==> config.mk <==
export PLATFORM = sky130hd
export DESIGN_NAME = stage2_context_translation_cfg
export DESIGN_NICKNAME = d
export VERILOG_FILES = /design/src/pkg/stage2_cfg_pkg.sv /design/src/rtl/stage2_context_translation_cfg.sv
export SDC_FILE = /design/constraint.sdc
export NUM_CORES = 1
export LEC_CHECK = 0
export BUFFER_PORTS_ARGS = -buffer_cell sky130_fd_sc_hd__buf_2
export CAP_MARGIN = 30
export CORE_MARGIN = 3
export CORE_UTILIZATION = 57
export CTS_CLUSTER_DIAMETER = 40
export DETAILED_ROUTE_END_ITERATION = 6
export HOLD_SLACK_MARGIN = 0.02
export MAX_ROUTING_LAYER = met4
export PLACE_DENSITY = 0.94
export SYNTH_ARGS = -nofsm -noshare
export SYNTH_HDL_FRONTEND = slang
export SYNTH_SLANG_ARGS = --single-unit
==> constraint.sdc <==
create_clock -name i_clock -period 19.3 [get_ports i_clock]
set_input_delay 2.895 -clock i_clock [delete_from_list [all_inputs] [get_ports i_clock]]
set_output_delay 2.895 -clock i_clock [all_outputs]
set_load 0.02 [all_outputs]
==> src/pkg/stage2_cfg_pkg.sv <==
// Purpose: Shared constants and types for the stage 2 context bank config block
// Assumes: AHB-Lite word registers, byte offsets within an 8-bit window
// Notes:   Field positions follow the translation control layouts
package stage2_cfg_pkg;

   // Register byte offsets
   localparam logic [7:0] OFS_STATUS  = 8'h00;
   localparam logic [7:0] OFS_SYNC    = 8'h04;
   localparam logic [7:0] OFS_TCR     = 8'h08;
   localparam logic [7:0] OFS_BASE_LO = 8'h0C;
   localparam logic [7:0] OFS_BASE_HI = 8'h10;
   localparam logic [7:0] OFS_BANK    = 8'h14;

   // AHB encodings
   localparam logic [2:0] HSIZE_WORD = 3'h2;
   localparam logic       HRESP_OKAY = 1'h0;

   // Translation control field positions
   localparam int EXT_ADDR_BIT = 31;
   localparam int HD_BIT       = 22;
   localparam int HA_BIT       = 21;
   localparam int PS_HI        = 18;
   localparam int PS_LO        = 16;
   localparam int TG_HI        = 15;
   localparam int TG_LO        = 14;
   localparam int SH_HI        = 13;
   localparam int SH_LO        = 12;
   localparam int OC_HI        = 11;
   localparam int OC_LO        = 10;
   localparam int IC_HI        = 9;
   localparam int IC_LO        = 8;
   localparam int SL_HI        = 7;
   localparam int SL_LO        = 6;
   localparam int RS_LONG_HI   = 5;
   localparam int RS_SHORT_HI  = 3;

   // Masks of writable bits per layout
   localparam logic [31:0] TCR_SHORT_MASK = 32'h0000_3FCF;
   localparam logic [31:0] TCR_LONG_MASK  = 32'h0067_FFFF;

   // Base register limits
   localparam int BASE_TOP     = 47;
   localparam int BASE_NARROW  = 40;
   localparam int BASE_MIN_LOW = 3;

   // Granule codes and sizes in address bits
   localparam logic [1:0] GRAN_4K  = 2'h0;
   localparam logic [1:0] GRAN_64K = 2'h1;
   localparam logic [1:0] GRAN_16K = 2'h2;
   localparam int GRAN_4K_BITS  = 12;
   localparam int GRAN_16K_BITS = 14;
   localparam int GRAN_64K_BITS = 16;

   // Span bases of the region size formula
   localparam int SPAN_SHORT = 32;
   localparam int SPAN_LONG  = 64;

   // Hardware update capability codes
   localparam logic [1:0] CAP_AF_OK = 2'h1;
   localparam logic [1:0] CAP_DB_OK = 2'h2;

   // Decoded configuration handed to the table walker
   typedef struct packed {
      logic        wide;
      logic [1:0]  shareability;
      logic [1:0]  outer_cache;
      logic [1:0]  inner_cache;
      logic [1:0]  start_level;
      logic [1:0]  granule;
      logic [6:0]  region_log2;
      logic [5:0]  pa_bits;
      logic        hw_access;
      logic        hw_dirty;
      logic [5:0]  base_low;
      logic [47:0] base;
   } walk_cfg_t;

   // Captured AHB address phase
   typedef struct packed {
      logic       wr;
      logic [7:0] addr;
   } ahb_phase_t;

endpackage : stage2_cfg_pkg

==> src/rtl/stage2_context_translation_cfg.sv <==
// Purpose: Stage 2 context bank registers: TLB sync, translation control, base
// Assumes: Invalidate strobes come from same-clock logic and complete in order
// Notes:   Capability inputs are static straps on the same clock
//
// The AHB-Lite slave port and the placing of the registers were decided locally.

module stage2_context_translation_cfg
   import stage2_cfg_pkg::*;
#(
   parameter int CNT_W = 8
) (
   input  wire logic        i_clock,
   input  wire logic        i_sys_rst,
   input  wire logic        i_hsel,
   input  wire logic [31:0] i_haddr,
   input  wire logic [1:0]  i_htrans,
   input  wire logic        i_hwrite,
   input  wire logic [2:0]  i_hsize,
   input  wire logic [31:0] i_hwdata,
   input  wire logic        i_hready,
   output logic      [31:0] o_hrdata,
   output logic             o_hreadyout,
   output logic             o_hresp,
   input  wire logic        i_inval_accept,
   input  wire logic        i_inval_done,
   input  wire logic [1:0]  i_hw_update_capability,
   input  wire logic [5:0]  i_output_size_capability,
   input  wire logic        i_walk_check,
   input  wire logic [47:0] i_walk_pa,
   output walk_cfg_t        o_walk_cfg,
   output logic             o_sync_active,
   output logic             o_addr_size_fault,
   output logic             o_trans_fault
);

   // Refuse counter widths below 1 or above 16
   if (CNT_W < 1 || CNT_W > 16) begin : g_bad_width
      $error("CNT_W must lie between 1 and 16");
   end

   typedef struct packed {
      ahb_phase_t       ph;
      logic [31:0]      rdata;
      logic [31:0]      tcr;
      logic [47:0]      base;
      logic             wide;
      logic [CNT_W-1:0] pend;
      logic [CNT_W-1:0] snap;
      logic             size_fault;
      logic             xlat_fault;
      walk_cfg_t        cfg;
   } state_t;

   state_t st_reg;
   state_t st_next;

   // Write, read, decode and fault logic
   always_comb begin
      logic             wr_hit;
      logic [31:0]      wmask;
      logic [31:0]      wval;
      logic [31:0]      tcr_view;
      logic [31:0]      rd;
      logic [1:0]       gran;
      logic [1:0]       lvl;
      logic [6:0]       rlog;
      logic [5:0]       pab;
      int               gbits;
      int               after;
      int               low;
      logic             over;
      logic [47:0]      bmask;
      logic [CNT_W-1:0] one;
      wr_hit   = 1'b0;
      wmask    = '0;
      wval     = '0;
      tcr_view = '0;
      rd       = '0;
      gran     = GRAN_4K;
      lvl      = '0;
      rlog     = '0;
      pab      = '0;
      gbits    = GRAN_4K_BITS;
      after    = 0;
      low      = BASE_MIN_LOW;
      over     = 1'b0;
      bmask    = '0;
      one      = CNT_W'(1);
      st_next  = st_reg;

      // Data phase of a captured write
      wr_hit = st_reg.ph.wr;
      if (wr_hit) begin
         unique case (st_reg.ph.addr)
            OFS_TCR: begin
               wmask = st_reg.wide ? TCR_LONG_MASK : TCR_SHORT_MASK;
               wval  = i_hwdata & wmask;
               if (st_reg.wide) begin
                  if (i_hw_update_capability < CAP_AF_OK) begin
                     wval[HA_BIT] = 1'b0;
                  end
                  if (i_hw_update_capability < CAP_DB_OK) begin
                     wval[HD_BIT] = 1'b0;
                  end
               end
               st_next.tcr = (st_reg.tcr & ~wmask) | wval;
            end
            OFS_BASE_LO: st_next.base[31:0] = i_hwdata;
            OFS_BASE_HI: st_next.base[BASE_TOP:32] = i_hwdata[BASE_TOP-32:0];
            OFS_BANK:    st_next.wide = i_hwdata[0];
            default: begin
               // Status, sync trigger and holes store nothing
            end
         endcase
      end

      // Invalidates outstanding in this bank
      st_next.pend = st_reg.pend + CNT_W'(i_inval_accept) - CNT_W'(i_inval_done);

      // Sync snapshot of earlier invalidates, drained in order
      if (wr_hit && st_reg.ph.addr == OFS_SYNC) begin
         st_next.snap = st_reg.pend + CNT_W'(i_inval_accept)
                        - CNT_W'(i_inval_done);
      end else if (i_inval_done && st_reg.snap != '0) begin
         st_next.snap = st_reg.snap - one;
      end

      // Read-back view of the control register
      if (st_next.wide) begin
         tcr_view = st_next.tcr & TCR_LONG_MASK;
      end else begin
         tcr_view = st_next.tcr & TCR_SHORT_MASK;
         tcr_view[EXT_ADDR_BIT] = 1'b1;
      end

      // Address phase: capture and prepare read data
      st_next.ph.wr = 1'b0;
      if (i_hsel && i_htrans[1] && i_hready) begin
         st_next.ph.addr = i_haddr[7:0];
         st_next.ph.wr   = i_hwrite && i_hsize == HSIZE_WORD;
         if (!i_hwrite) begin
            unique case (i_haddr[7:0])
               OFS_STATUS:  rd = {31'h0, st_next.snap != '0};
               OFS_SYNC:    rd = '0;
               OFS_TCR:     rd = tcr_view;
               OFS_BASE_LO: rd = st_next.base[31:0];
               OFS_BASE_HI: rd = {16'h0, st_next.base[BASE_TOP:32]};
               OFS_BANK:    rd = {31'h0, st_next.wide};
               default:     rd = '0;
            endcase
            st_next.rdata = rd;
         end
      end

      // Granule decode with fallback for the reserved code
      unique case (st_next.tcr[TG_HI:TG_LO])
         GRAN_64K: begin
            gran  = GRAN_64K;
            gbits = GRAN_64K_BITS;
         end
         GRAN_16K: begin
            gran  = GRAN_16K;
            gbits = GRAN_16K_BITS;
         end
         default: begin
            gran  = GRAN_4K;
            gbits = GRAN_4K_BITS;
         end
      endcase
      if (!st_next.wide) begin
         gran  = GRAN_4K;
         gbits = GRAN_4K_BITS;
      end

      // Start level decode
      if (!st_next.wide) begin
         lvl = (st_next.tcr[SL_HI:SL_LO] == 2'h0) ? 2'h2 : 2'h1;
      end else if (gran == GRAN_4K) begin
         unique case (st_next.tcr[SL_HI:SL_LO])
            2'h0:    lvl = 2'h2;
            2'h1:    lvl = 2'h1;
            default: lvl = 2'h0;
         endcase
      end else begin
         unique case (st_next.tcr[SL_HI:SL_LO])
            2'h0:    lvl = 2'h3;
            2'h1:    lvl = 2'h2;
            default: lvl = 2'h1;
         endcase
      end

      // Region span as a power of two
      if (st_next.wide) begin
         rlog = 7'(SPAN_LONG - int'($signed(st_next.tcr[RS_LONG_HI:0])));
      end else begin
         rlog = 7'(SPAN_SHORT - int'($signed(st_next.tcr[RS_SHORT_HI:0])));
      end

      // Physical size decode
      unique case (st_next.tcr[PS_HI:PS_LO])
         3'h0:    pab = 6'd32;
         3'h1:    pab = 6'd36;
         3'h2:    pab = 6'd40;
         3'h3:    pab = 6'd42;
         3'h4:    pab = 6'd44;
         default: pab = 6'd48;
      endcase
      if (!st_next.wide) begin
         pab = 6'd48;
      end

      // Lowest base bit from region size, level and granule
      after = gbits + (3 - int'(lvl)) * (gbits - 3);
      low   = int'(rlog) - after + 3;
      if (low < BASE_MIN_LOW) begin
         low = BASE_MIN_LOW;
      end
      if (low > BASE_TOP) begin
         low = BASE_TOP;
      end
      for (int i = 0; i <= BASE_TOP; i++) begin
         bmask[i] = (i >= low) && (st_next.wide || i < BASE_NARROW);
      end

      // Decoded configuration for the walker
      st_next.cfg.wide         = st_next.wide;
      st_next.cfg.shareability = st_next.tcr[SH_HI:SH_LO];
      st_next.cfg.outer_cache  = st_next.tcr[OC_HI:OC_LO];
      st_next.cfg.inner_cache  = st_next.tcr[IC_HI:IC_LO];
      st_next.cfg.start_level  = lvl;
      st_next.cfg.granule      = gran;
      st_next.cfg.region_log2  = rlog;
      st_next.cfg.pa_bits      = pab;
      st_next.cfg.hw_access    = st_next.wide && st_next.tcr[HA_BIT];
      st_next.cfg.hw_dirty     = st_next.wide && st_next.tcr[HA_BIT]
                                 && st_next.tcr[HD_BIT];
      st_next.cfg.base_low     = 6'(low);
      st_next.cfg.base         = st_next.base & bmask;

      // Output address size check against capability
      for (int i = 0; i <= BASE_TOP; i++) begin
         if (i >= int'(i_output_size_capability) && i_walk_pa[i]) begin
            over = 1'b1;
         end
      end
      st_next.size_fault = i_walk_check && over && st_reg.wide;
      st_next.xlat_fault = i_walk_check && over && !st_reg.wide;

      // Synchronous reset to defined values
      if (i_sys_rst) begin
         st_next = '0;
      end
   end

   // State register
   always_ff @(posedge i_clock) begin
      st_reg <= st_next;
   end

   // Bus answers and walker outputs
   assign o_hrdata          = st_reg.rdata;
   assign o_hreadyout       = 1'b1;
   assign o_hresp           = HRESP_OKAY;
   assign o_walk_cfg        = st_reg.cfg;
   assign o_sync_active     = st_reg.snap != '0;
   assign o_addr_size_fault = st_reg.size_fault;
   assign o_trans_fault     = st_reg.xlat_fault;

endmodule : stage2_context_translation_cfg

; Yosys cells after proc, flatten, opt, wreduce, memory -nomap -nowiden
; Cells that the tools add are included.
[classes]
n_eq_ne = 17
n_bitwise = 8
n_mul = 1
reduce_logical = 77
n_lt_le_gt_ge = 100
add_sub_neg = 10
n_mux = 77
[ops]
columns = cell, n
row1 = $ge A6 B32 Y1 const A, 16
row2 = $ge A7 B32 Y1 const A, 16
row3 = $ge A5 B32 Y1 const A, 8
row4 = $mux W32, 5
row5 = $pmux W32 S5, 1
row6 = $ge A4 B32 Y1 const A, 4
row7 = $ge A5 B6 Y1 const A, 16
row8 = $ge A6 B6 Y1 const A, 16
row9 = $mux W72, 1
row10 = $logic_and A1 B1 Y1, 66
row11 = $ge A3 B32 Y1 const A, 2
row12 = $mux W1, 51
row13 = $and A48 B48 Y48, 1
row14 = $ge A4 B6 Y1 const A, 8
row15 = $mux W23, 2
row16 = $add A32 B3 Y32 const B, 1
row17 = $add A32 B32 Y32, 1
row18 = $and A32 B23 Y32, 1
row19 = $and A32 B32 Y32, 1
row20 = $eq A8 B4 Y1 const B, 4
row21 = $eq A8 B5 Y1 const B, 4
row22 = $ge A1 B32 Y1 const A, 1
row23 = $ge A2 B32 Y1 const A, 1
row24 = $gt A32 B7 Y1 const B, 1
row25 = 39 further kinds, 62
[totals]
ff_bits = 219
out_inout_bits = 117
inputBits = 133
elab_cells = 313

; Logic depth before layout (Yosys ltp)
; Gate-level depths: netlist of run 1.
[depth]
ltp_word = 52
depth_mapped = 33

; Worst setup path after synthesis of run 1
; Ideal clock, no wire load.
[synth_path]
path_type = in2reg
from = in i_hwdata[7]
to = reg st_reg, in the netlist o_walk_cfg[18]
setup_ns = 0.076
required_ns = 19.224
stages = 27
slack_ns = 10.026
arrival_time_ns = 9.199
path_cell_list = mux2i_1 -> nand2b_1 -> o21ai_0 -> mux2i_4 -> and2_1 -> fa_1 -> ha_1 -> inv_1 -> fa_1 -> fa_1 -> ha_1 -> inv_1 -> fa_1 -> nand2b_1 -> a21oi_1 -> mux2i_1 -> a2111oi_1 -> nand4_1 -> nor2_1 -> buf_2 -> nand2_1 -> nor2_1 -> ha_1 -> nor2_1 -> nand2_1 -> or4_1 -> a21boi_0
[synth_via]
elab_chain_cells = 19
elab_cells_between_ends = 22
cone_classes = 4 x add/sub / 1 x mul / 3 x order compare / 1 x eq/ne / 9 x mux / 3 x bitwise / 1 x reduce/logical
[synth_lines]
columns = item, line
row1 = start: declaration, stage2_context_translation_cfg.sv:19  ; input wire logic [31:0] i_hwdata,
row2 = $and A32 B23 Y32 *, stage2_context_translation_cfg.sv:97  ; wval = i_hwdata & wmask;
row3 = $or A32 B32 Y32 *, stage2_context_translation_cfg.sv:106  ; st_next.tcr = (st_reg.tcr & ~wmask) | wval;
row4 = $mux W23 *, stage2_context_translation_cfg.sv:94  ; unique case (st_reg.ph.addr)
row5 = $mux W72 *, stage2_context_translation_cfg.sv:93  ; if (wr_hit) begin
row6 = $eq A2 B1 Y1 or $logic_not A2 Y1 (tied branches), "stage2_context_translation_cfg.sv:179, stage2_context_translation_cfg.sv:185, stage2_context_translation_cfg.sv:177"
row7 = "$pmux W2 S2, on equally long branches", "stage2_context_translation_cfg.sv:185, stage2_context_translation_cfg.sv:179"
row8 = $mux W2, stage2_context_translation_cfg.sv:178  ; end else if (gran == GRAN_4K) begin
row9 = $mux W2 *, stage2_context_translation_cfg.sv:176  ; if (!st_next.wide) begin
row10 = [... 3 more ...], -
row11 = $sub A8 B32 Y32 *, stage2_context_translation_cfg.sv:214  ; low = int'(rlog) - after + 3;
row12 = $add A32 B3 Y32 *, stage2_context_translation_cfg.sv:214
row13 = $lt A32 B3 Y1, stage2_context_translation_cfg.sv:215  ; if (low < BASE_MIN_LOW) begin
row14 = $mux W32 *, stage2_context_translation_cfg.sv:215
row15 = $gt A32 B7 Y1, stage2_context_translation_cfg.sv:218  ; if (low > BASE_TOP) begin
row16 = $mux W32 *, stage2_context_translation_cfg.sv:218
row17 = $ge A6 B32 Y1 *, stage2_context_translation_cfg.sv:222  ; bmask[i] = (i >= low) && (st_next.wide || i < BASE_NARROW);
row18 = $and A48 B48 Y48 *, stage2_context_translation_cfg.sv:238  ; st_next.cfg.base = st_next.base & bmask;
row19 = end signal: assignment, stage2_context_translation_cfg.sv:257  ; st_reg <= st_next;
row20 = end: declaration, stage2_context_translation_cfg.sv:54  ; state_t st_reg;
; Every way passes the cells marked *; elsewhere a longest branch is shown, timed or not.
; A chain may end at the register's enable or synchronous reset.

; Worst setup path in the final report of run 1
[layout_path]
from = in i_hwdata[7]
to = reg st_reg, in the netlist o_walk_cfg[37]
[layout_via]
elab_chain_cells = 19
elab_cells_between_ends = 22
cone_classes = 4 x add/sub / 1 x mul / 3 x order compare / 1 x eq/ne / 9 x mux / 3 x bitwise / 1 x reduce/logical
[layout_lines]
columns = item, line
row1 = $and A32 B23 Y32 *, stage2_context_translation_cfg.sv:97
row2 = $or A32 B32 Y32 *, stage2_context_translation_cfg.sv:106
row3 = $mux W23 *, stage2_context_translation_cfg.sv:94
row4 = $mux W72 *, stage2_context_translation_cfg.sv:93
row5 = $eq A2 B1 Y1 or $logic_not A2 Y1 (tied branches), "stage2_context_translation_cfg.sv:179, stage2_context_translation_cfg.sv:185, stage2_context_translation_cfg.sv:177"
row6 = "$pmux W2 S2, on equally long branches", "stage2_context_translation_cfg.sv:185, stage2_context_translation_cfg.sv:179"
row7 = $mux W2, stage2_context_translation_cfg.sv:178
row8 = $mux W2 *, stage2_context_translation_cfg.sv:176
row9 = [... 3 more ...], -
row10 = $sub A8 B32 Y32 *, stage2_context_translation_cfg.sv:214
row11 = $add A32 B3 Y32 *, stage2_context_translation_cfg.sv:214
row12 = $lt A32 B3 Y1, stage2_context_translation_cfg.sv:215
row13 = $mux W32 *, stage2_context_translation_cfg.sv:215
row14 = $gt A32 B7 Y1, stage2_context_translation_cfg.sv:218
row15 = $mux W32 *, stage2_context_translation_cfg.sv:218
row16 = $ge A7 B32 Y1 *, stage2_context_translation_cfg.sv:222
row17 = $and A48 B48 Y48 *, stage2_context_translation_cfg.sv:238
; Marked as above.

==> summary.md, run 1 <==
| Metric | Value |
|---|---|
| Worst slack, placed | `8.117 ns` |
| Clock tree buffer depth | `2` |
| Yosys warns | `0` |
| Mapped Cells | `1251` |
| Nets@finish | `1521` |
| Fmax | `0.09073 GHz` |
| Congestion Overflow GR | `0` |
| Max reg flops | `94` |
| Hold path cells | `2` |
| FF-to-FF setup slack | `8.85 ns` |
| Critical path class | `in -> reg` |
| Layout cells sized above 1 | `21.49%` |
| CP endpoint kind | `flip-flop` |
| Initial antenna violation count | `4` |
| Num CTS Buffers | `17` |
| Maxcap violations | `0` |
| Site Rows | `49` |
| Via count of the routed design | `9461` |
| Router iterations before antenna repair | `7` |
| Power share of the clock group | `35.8%` |
| Lkg Pwr | `0.005232 µW` |
| Seq/Total Area, Yosys | `37.59%` |
| DRC Markers | `0` |
| Number of synthesized flops with an enable pin | `0` |
| Port Buffer Count | `221` |
| Hold path startpoint | `o_hrdata[18]` |
| Crit path DAT | `11.29 ns` |
| Gp weighted congestion | `0.9863` |
| Net switching power | `311.9 µW` |
| Tcrit/Tclk final | `57.11%` |
| WL per Instance | `18.71 µm` |
| Worst Reg2Reg Path Length in Cells | `30` |
| Final Setup Violations | `0` |
| Top-area cell type share of the netlist area | `37.59%` |
| Die footprint | `20360 µm²` |
| Worst Hold Path EP | `o_hrdata[18]` |
| Least-Margin Pin Slew | `0.9838 ns` |
| Flop pwr share | `43.0%` |
| Startpoint Class | `primary input` |
| CTS H-Tree Depth | `4` |
| DRT iter0 DRCs | `1001` |
| Worst reg2reg startpoint | `st_reg[211]` |
| Main synth FF type | `dfxtp_1` |
| Synthesis-stage register bit count | `200` |
| Die Width | `142.7 µm` |
| Area Growth Syn to Fin | `9.693%` |
| Most used cell, CP | `fa_1` |
| DP Wirelength | `21.54 mm` |
| Pwr Density | `88.14 nW/µm²` |
| GRT Overall Usage | `28.94%` |
| Cell Area, Synth | `10650 µm²` |
| Clk root buf | `clkbuf_16` |
| WP data required | `19.57 ns` |
| Final Max Slew Viols | `0` |
| Tmin final | `11.02 ns` |
| Buffers plus inverters on the worst setup path | `3` |
| CTS tree | `done` |
| Int Pwr | `717.8 µW` |
| Chip height | `142.7 µm` |
| Synth area leader | `dfxtp_1` |
| Hold-fix buffers, CTS | `0` |
| Slew margin rel. | `34.17%` |
| Worst setup margin | `8.278 ns` |
| Worst-path clk slew | `0.08 ns` |
| Crit-path slowest cell | `nor2_1` |
| Vias per inst | `5.996` |
| CP peak stage delay | `0.81 ns` |
| I/O pin total | `250` |
| Status | `completed` |
| Peak supply drop | `68.63 µV` |
| Final hold violation count | `0` |
| Core Region | `18150 µm²` |
| Post-DRT Antenna Nets | `0` |
| RSZ-0062 raised after global routing | `no` |
| Resized cells post-CTS | `0` |
| FF-to-FF End | `o_walk_cfg[37]` |
| Clk_lat worst skew | `0.44 ns` |
| Initial Utilization | `58.69%` |
| Comb power frac | `21.2%` |
| Sw Share | `30.29%` |
| CTS Sinks | `200` |
| Detailed Route WL | `29.52 mm` |
| Min-Delay Path Class | `reg -> reg` |
| Setup TNS Final | `0 ns` |
| Largest net degree at the start of global routing | `92` |
| Fin Clk Skew | `0.01146 ns` |
| First-pass GRT wire length | `45.67 mm` |
| Vias in the first global route | `9114` |
| Distinct cell type count after synthesis | `74` |
| Ys async rst share | `0%` |
| Delay-heaviest family, CP | `simple AND/OR/NAND/NOR gates` |
| Fin util | `64.38%` |
| Crit-path max FO | `23` |
| Synth Area per Inst | `8.513 µm²` |
| Synth area leaders | `dfxtp_1 38%, buf_4 8.1%, mux2i_1 5.2%` |
| Post-CTS Setup Bufs | `0` |
[how the worst max path moves through the flow]
stage | from | end | slack, ns | cells past startpoint
after detailed placement | i_hwdata[6] | o_walk_cfg[39] | 8.12 | 27
after CTS | i_hwdata[6] | o_walk_cfg[39] | 8.53 | 27
final | i_hwdata[7] | o_walk_cfg[37] | 8.28 | 27
after global placement | i_hwdata[6] | o_walk_cfg[39] | 8.23 | 27
after global routing | i_hwdata[6] | o_walk_cfg[39] | 7.70 | 28
after floorplan | i_hwdata[7] | o_walk_cfg[18] | 10.03 | 27
[power by group through the flow]
| stage | Combinational [µW] | Sequential [µW] | Clock [µW] |
|---|---|---|---|
| after detailed placement | 212 | 452 | 0 |
| final | 218 | 443 | 368 |
| after global placement | 202 | 451 | 0 |
| after global routing | 244 | 445 | 388 |
| after CTS | 216 | 443 | 372 |
| after floorplan | 165 | 448 | 0 |
[synthesized netlist by cell type, drive strengths merged, types with 9 or more instances]
cell	count
nor3	43
ha	43
xor2	9
mux2i	56
buf	126
a31oi	9
xnor2	11
nand2	110
nand3	21
a22o	21
inv	63
nor2	138
o21ai	41
o22ai	18
o22a	12
nand2b	13
nor4	12
dfxtp	200
a21oi	88
clkbuf	44
fa	13
a21boi	11
and2	21
[worst register-to-register path, delay by kind of cell, from the launching register on]
family	cells	cell delay [ns]
fa+ha+maj	7	2.65
flops	1	0.32
compound gates	4	1.30
simple gates	14	5.09
buf+inv	3	0.44
mux	2	0.48
[per-stage QoR]
step,area (µm²),power [µW],hold slack (ns),cells
after floorplan,10650,613.1,0.4168,1252
after global placement,11050,653.4,0.4295,1541
after detailed placement,11050,664.3,0.4375,1541
after CTS,11660,1031,0.4472,1573
after global routing,11680,1077,0.4763,1578
final,11680,1030,0.4401,1578
[cells by family after synthesis]
family / Yosys count / synth area share [%]
buffers and inverters: 233 / 12.36
other: 2 / 0.07052
DFF: 200 / 37.59
AOI/OAI and AO/OA: 257 / 15.68
adders and majority gates: 56 / 7.495
xor gates and xnor gates: 20 / 1.645
and+or+nand+nor: 422 / 19.21
muxes: 61 / 5.944
[cell type report]
type	count	area (µm²)
fill	1434	6465
timing repair buffer	231	1184
tap	229	286.5
sequential	200	4004
clock inverter	14	185.2
inverter	63	236.5
antenna	4	10.01
multi-input combinational	819	5348
clock buffer	18	429.2
[cells in the final DEF, fill, tap and decap left out, types with 11 or more instances in the layout]
cell type / Yosys / routed
a22o_1: 21 / 21
fa_1: 13 / 13
xnor2_1: 11 / 11
o22ai_1: 18 / 18
inv_1: 63 / 63
and2_1: 21 / 21
nand2b_1: 13 / 13
nand3_1: 21 / 21
nand2_1: 109 / 109
buf_2: 8 / 220
dfxtp_1: 200 / 200
o22a_1: 12 / 12
mux2i_1: 55 / 55
buf_4: 115 / 11
nor2_1: 138 / 137
clkbuf_16: 0 / 17
o21ai_0: 36 / 36
a21boi_0: 11 / 11
nor3_1: 43 / 42
ha_1: 43 / 43
a21oi_1: 88 / 88
[per-layer routing]
metal | track usage (%) | wire [µm]
met3 | 6.530 | 2810
met5 | - | 0
met4 | 14.61 | 1285
met2 | 44.71 | 13670
met1 | 35.64 | 11750
Note: power is estimated with default switching activity, not from simulation.
==> inputs of run 2 (changes only) <==
Settings changed: CORE_UTILIZATION 57 to 55, PLACE_DENSITY 0.94 to 0.91.
Clock period 19.3 ns to 11.6 ns, I/O delays scaled along.
==> run 2 against run 1 <==
Against the previous run: the flow now finishes with violations (design-rule violations); clock power grew 69%; critical path type is now reg -> reg; register-to-register slack lost 7.1 ns; utilization shrank 2.3 points; die area grew 3.5%; wire length grew 0.26%; critical path depth grew 3; total power grew 67%; highest routed layer unchanged.
==> summary.md, run 2 (synthesized netlist as in run 1, its figures left out) <==
| Metric | Value |
|---|---|
| Status | `complete, but fails checks (was completed)` |
| Failing checks | `design-rule violations` |
| Nets@finish | `1522 (was 1521)` |
| WP depth | `30 (was 27)` |
| Most used cell, CP | `fa_1 (unchanged)` |
| Startpoint Class | `flip-flop (was primary input)` |
| Clock tree buffer depth | `2 (unchanged)` |
| Via count of the routed design | `9436 (was 9461)` |
| Chip height | `145.2 µm (was 142.7 µm)` |
| Fmax | `0.1019 GHz` |
| Delay-heaviest family, CP | `simple AND/OR/NAND/NOR gates (unchanged)` |
| Slew margin rel. | `37.83% (was 34.17%)` |
| Worst-path clk slew | `0.07 ns (was 0.08 ns)` |
| Final hold violation count | `0 (unchanged)` |
| Post-CTS Setup Bufs | `0 (unchanged)` |
| Buffers plus inverters on the worst setup path | `3 (unchanged)` |
| Initial antenna violation count | `3 (was 4)` |
| Lkg Pwr | `0.005246 µW (was 0.005232 µW)` |
| Crit path DAT | `10.12 ns (was 11.29 ns)` |
| Die footprint | `21070 µm² (was 20360 µm²)` |
| Area Growth Syn to Fin | `10.20% (was 9.693%)` |
| Worst Reg2Reg Path Length in Cells | `30 (unchanged)` |
| Power share of the clock group | `36.3% (was 35.8%)` |
| I/O pin total | `250 (unchanged)` |
| DRC Markers | `16 (was 0)` |
| Net switching power | `517.0 µW (was 311.9 µW)` |
| Gp weighted congestion | `0.9878 (was 0.9863)` |
| Die Width | `145.2 µm (was 142.7 µm)` |
| CP endpoint kind | `flip-flop (unchanged)` |
| Max reg flops | `94 (unchanged)` |
| Int Pwr | `1200 µW (was 717.8 µW)` |
| RSZ-0062 raised after global routing | `no (unchanged)` |
| Layout cells sized above 1 | `21.62% (was 21.49%)` |
| Core Region | `18890 µm² (was 18150 µm²)` |
| CP peak stage delay | `0.59 ns (was 0.81 ns)` |
| Clk root buf | `clkbuf_16 (unchanged)` |
| Clk_lat worst skew | `0.45 ns (was 0.44 ns)` |
| Commonest non-fill, non-tap cell in the layout | `buf_2 (unchanged)` |
| First-pass GRT wire length | `46.45 mm (was 45.67 mm)` |
| Vias in the first global route | `8975 (was 9114)` |
| Crit-path max FO | `23 (unchanged)` |
| Flop pwr share | `42.9% (was 43.0%)` |
| Initial Utilization | `56.37% (was 58.69%)` |
| GRT Overall Usage | `27.68% (was 28.94%)` |
| WP data required | `11.90 ns (was 19.57 ns)` |
| CTS H-Tree Depth | `4 (unchanged)` |
| Hold path cells | `2 (unchanged)` |
| Tcrit/Tclk final | `84.60%` |
| Min-Delay Path Class | `reg -> reg (unchanged)` |
| Peak supply drop | `99.19 µV (was 68.63 µV)` |
| Maxcap violations | `0 (unchanged)` |
| Num CTS Buffers | `17 (unchanged)` |
| Hold-fix buffers, CTS | `0 (unchanged)` |
| Detailed Route WL | `29.60 mm (was 29.52 mm)` |
| Fin Clk Skew | `0.01297 ns (was 0.01146 ns)` |
| Resized cells post-CTS | `0 (unchanged)` |
| Pwr Density | `146.3 nW/µm² (was 88.14 nW/µm²)` |
| Critical path class | `reg -> reg (was in -> reg)` |
| Final Setup Violations | `0 (unchanged)` |
| Crit-path slowest cell | `or4b_4 (was nor2_1)` |
| WL per Instance | `18.38 µm (was 18.71 µm)` |
| Setup TNS Final | `0 ns (unchanged)` |
| DP Wirelength | `21.61 mm (was 21.54 mm)` |
| Congestion Overflow GR | `0 (unchanged)` |
| Final Max Slew Viols | `0 (unchanged)` |
| Least-Margin Pin Slew | `0.9325 ns (was 0.9838 ns)` |
| CTS Sinks | `200 (unchanged)` |
| Commonest non-fill, non-tap cells in the layout | `220 x buf_2, 200 x dfxtp_1, 137 x nor2_1 (unchanged)` |
| Final hold slack | `0.4395 ns (was 0.4401 ns)` |
| Post-DRT Antenna Nets | `0 (unchanged)` |
| Site Rows | `50 (was 49)` |
| Tmin final | `9.813 ns` |
| Largest net degree at the start of global routing | `87 (was 92)` |
| Sw Share | `30.11% (was 30.29%)` |
| Router iterations before antenna repair | `7 (unchanged)` |
| Tot Pwr | `1717 µW (was 1030 µW)` |
| Vias per inst | `5.861 (was 5.996)` |
| Comb power frac | `20.8% (was 21.2%)` |
| Port Buffer Count | `221 (unchanged)` |
| CTS tree | `done (unchanged)` |
| DRT iter0 DRCs | `1072 (was 1001)` |
-- run 2: power by group through the flow --
stage / clock network, µW / logic, µW / registers (µW)
detailed placement: 0 / 350 / 752
floorplan: 0 / 274 / 746
global placement: 0 / 337 / 751
finish: 623 / 357 / 737
CTS: 626 / 355 / 737
global route: 656 / 404 / 740
-- run 2: worst min-delay path: stages, from the launching register on --
cell	delay (ns)
dfxtp_1	0.31
nand2_1	0.05
nand2_1	0.04
-- run 2: routing by layer --
| metal | GRT usage [%] | wire [µm] | share of wire [%] |
|---|---|---|---|
| met1 | 35.06 | 11870 | 40 |
| met2 | 43.85 | 13720 | 46 |
| met3 | 6.215 | 2966 | 10 |
| met4 | 9.877 | 1035 | 3.5 |
| met5 | - | 0 | 0 |
-- run 2: worst paths after layout --
kind / start / end / slack, ns
worst min register to register: o_hrdata[18] / o_hrdata[18] / 0.44
worst min-delay path: o_hrdata[18] / o_hrdata[18] / 0.44
worst max register to register: st_reg[211] / o_walk_cfg[44] / 1.79
worst max-delay path: st_reg[211] / o_walk_cfg[44] / 1.79
-- run 2: layout make-up --
cell class / instances / area (µm²)
Fill cell: 1571 / 7157
Multi-Input combinational cell: 819 / 5348
Sequential cell: 200 / 4004
Timing Repair Buffer: 232 / 1191
Clock buffer: 18 / 439.2
Tap cell: 260 / 325.3
Inverter: 63 / 236.5
Clock inverter: 14 / 182.7
Antenna cell: 4 / 10.01
-- run 2: through the flow --
| step | cells | util [%] | cell area [µm²] | setup slack, ns |
|---|---|---|---|---|
| global route | 1609 | 62.11 | 11730 | 1.191 |
| global placement | 1573 | 58.74 | 11100 | 2.355 |
| floorplan | 1252 | - | 10650 | 3.481 |
| CTS | 1605 | 62.03 | 11720 | 1.965 |
| detailed placement | 1573 | 58.74 | 11100 | 2.021 |
| finish | 1610 | 62.12 | 11740 | 1.787 |
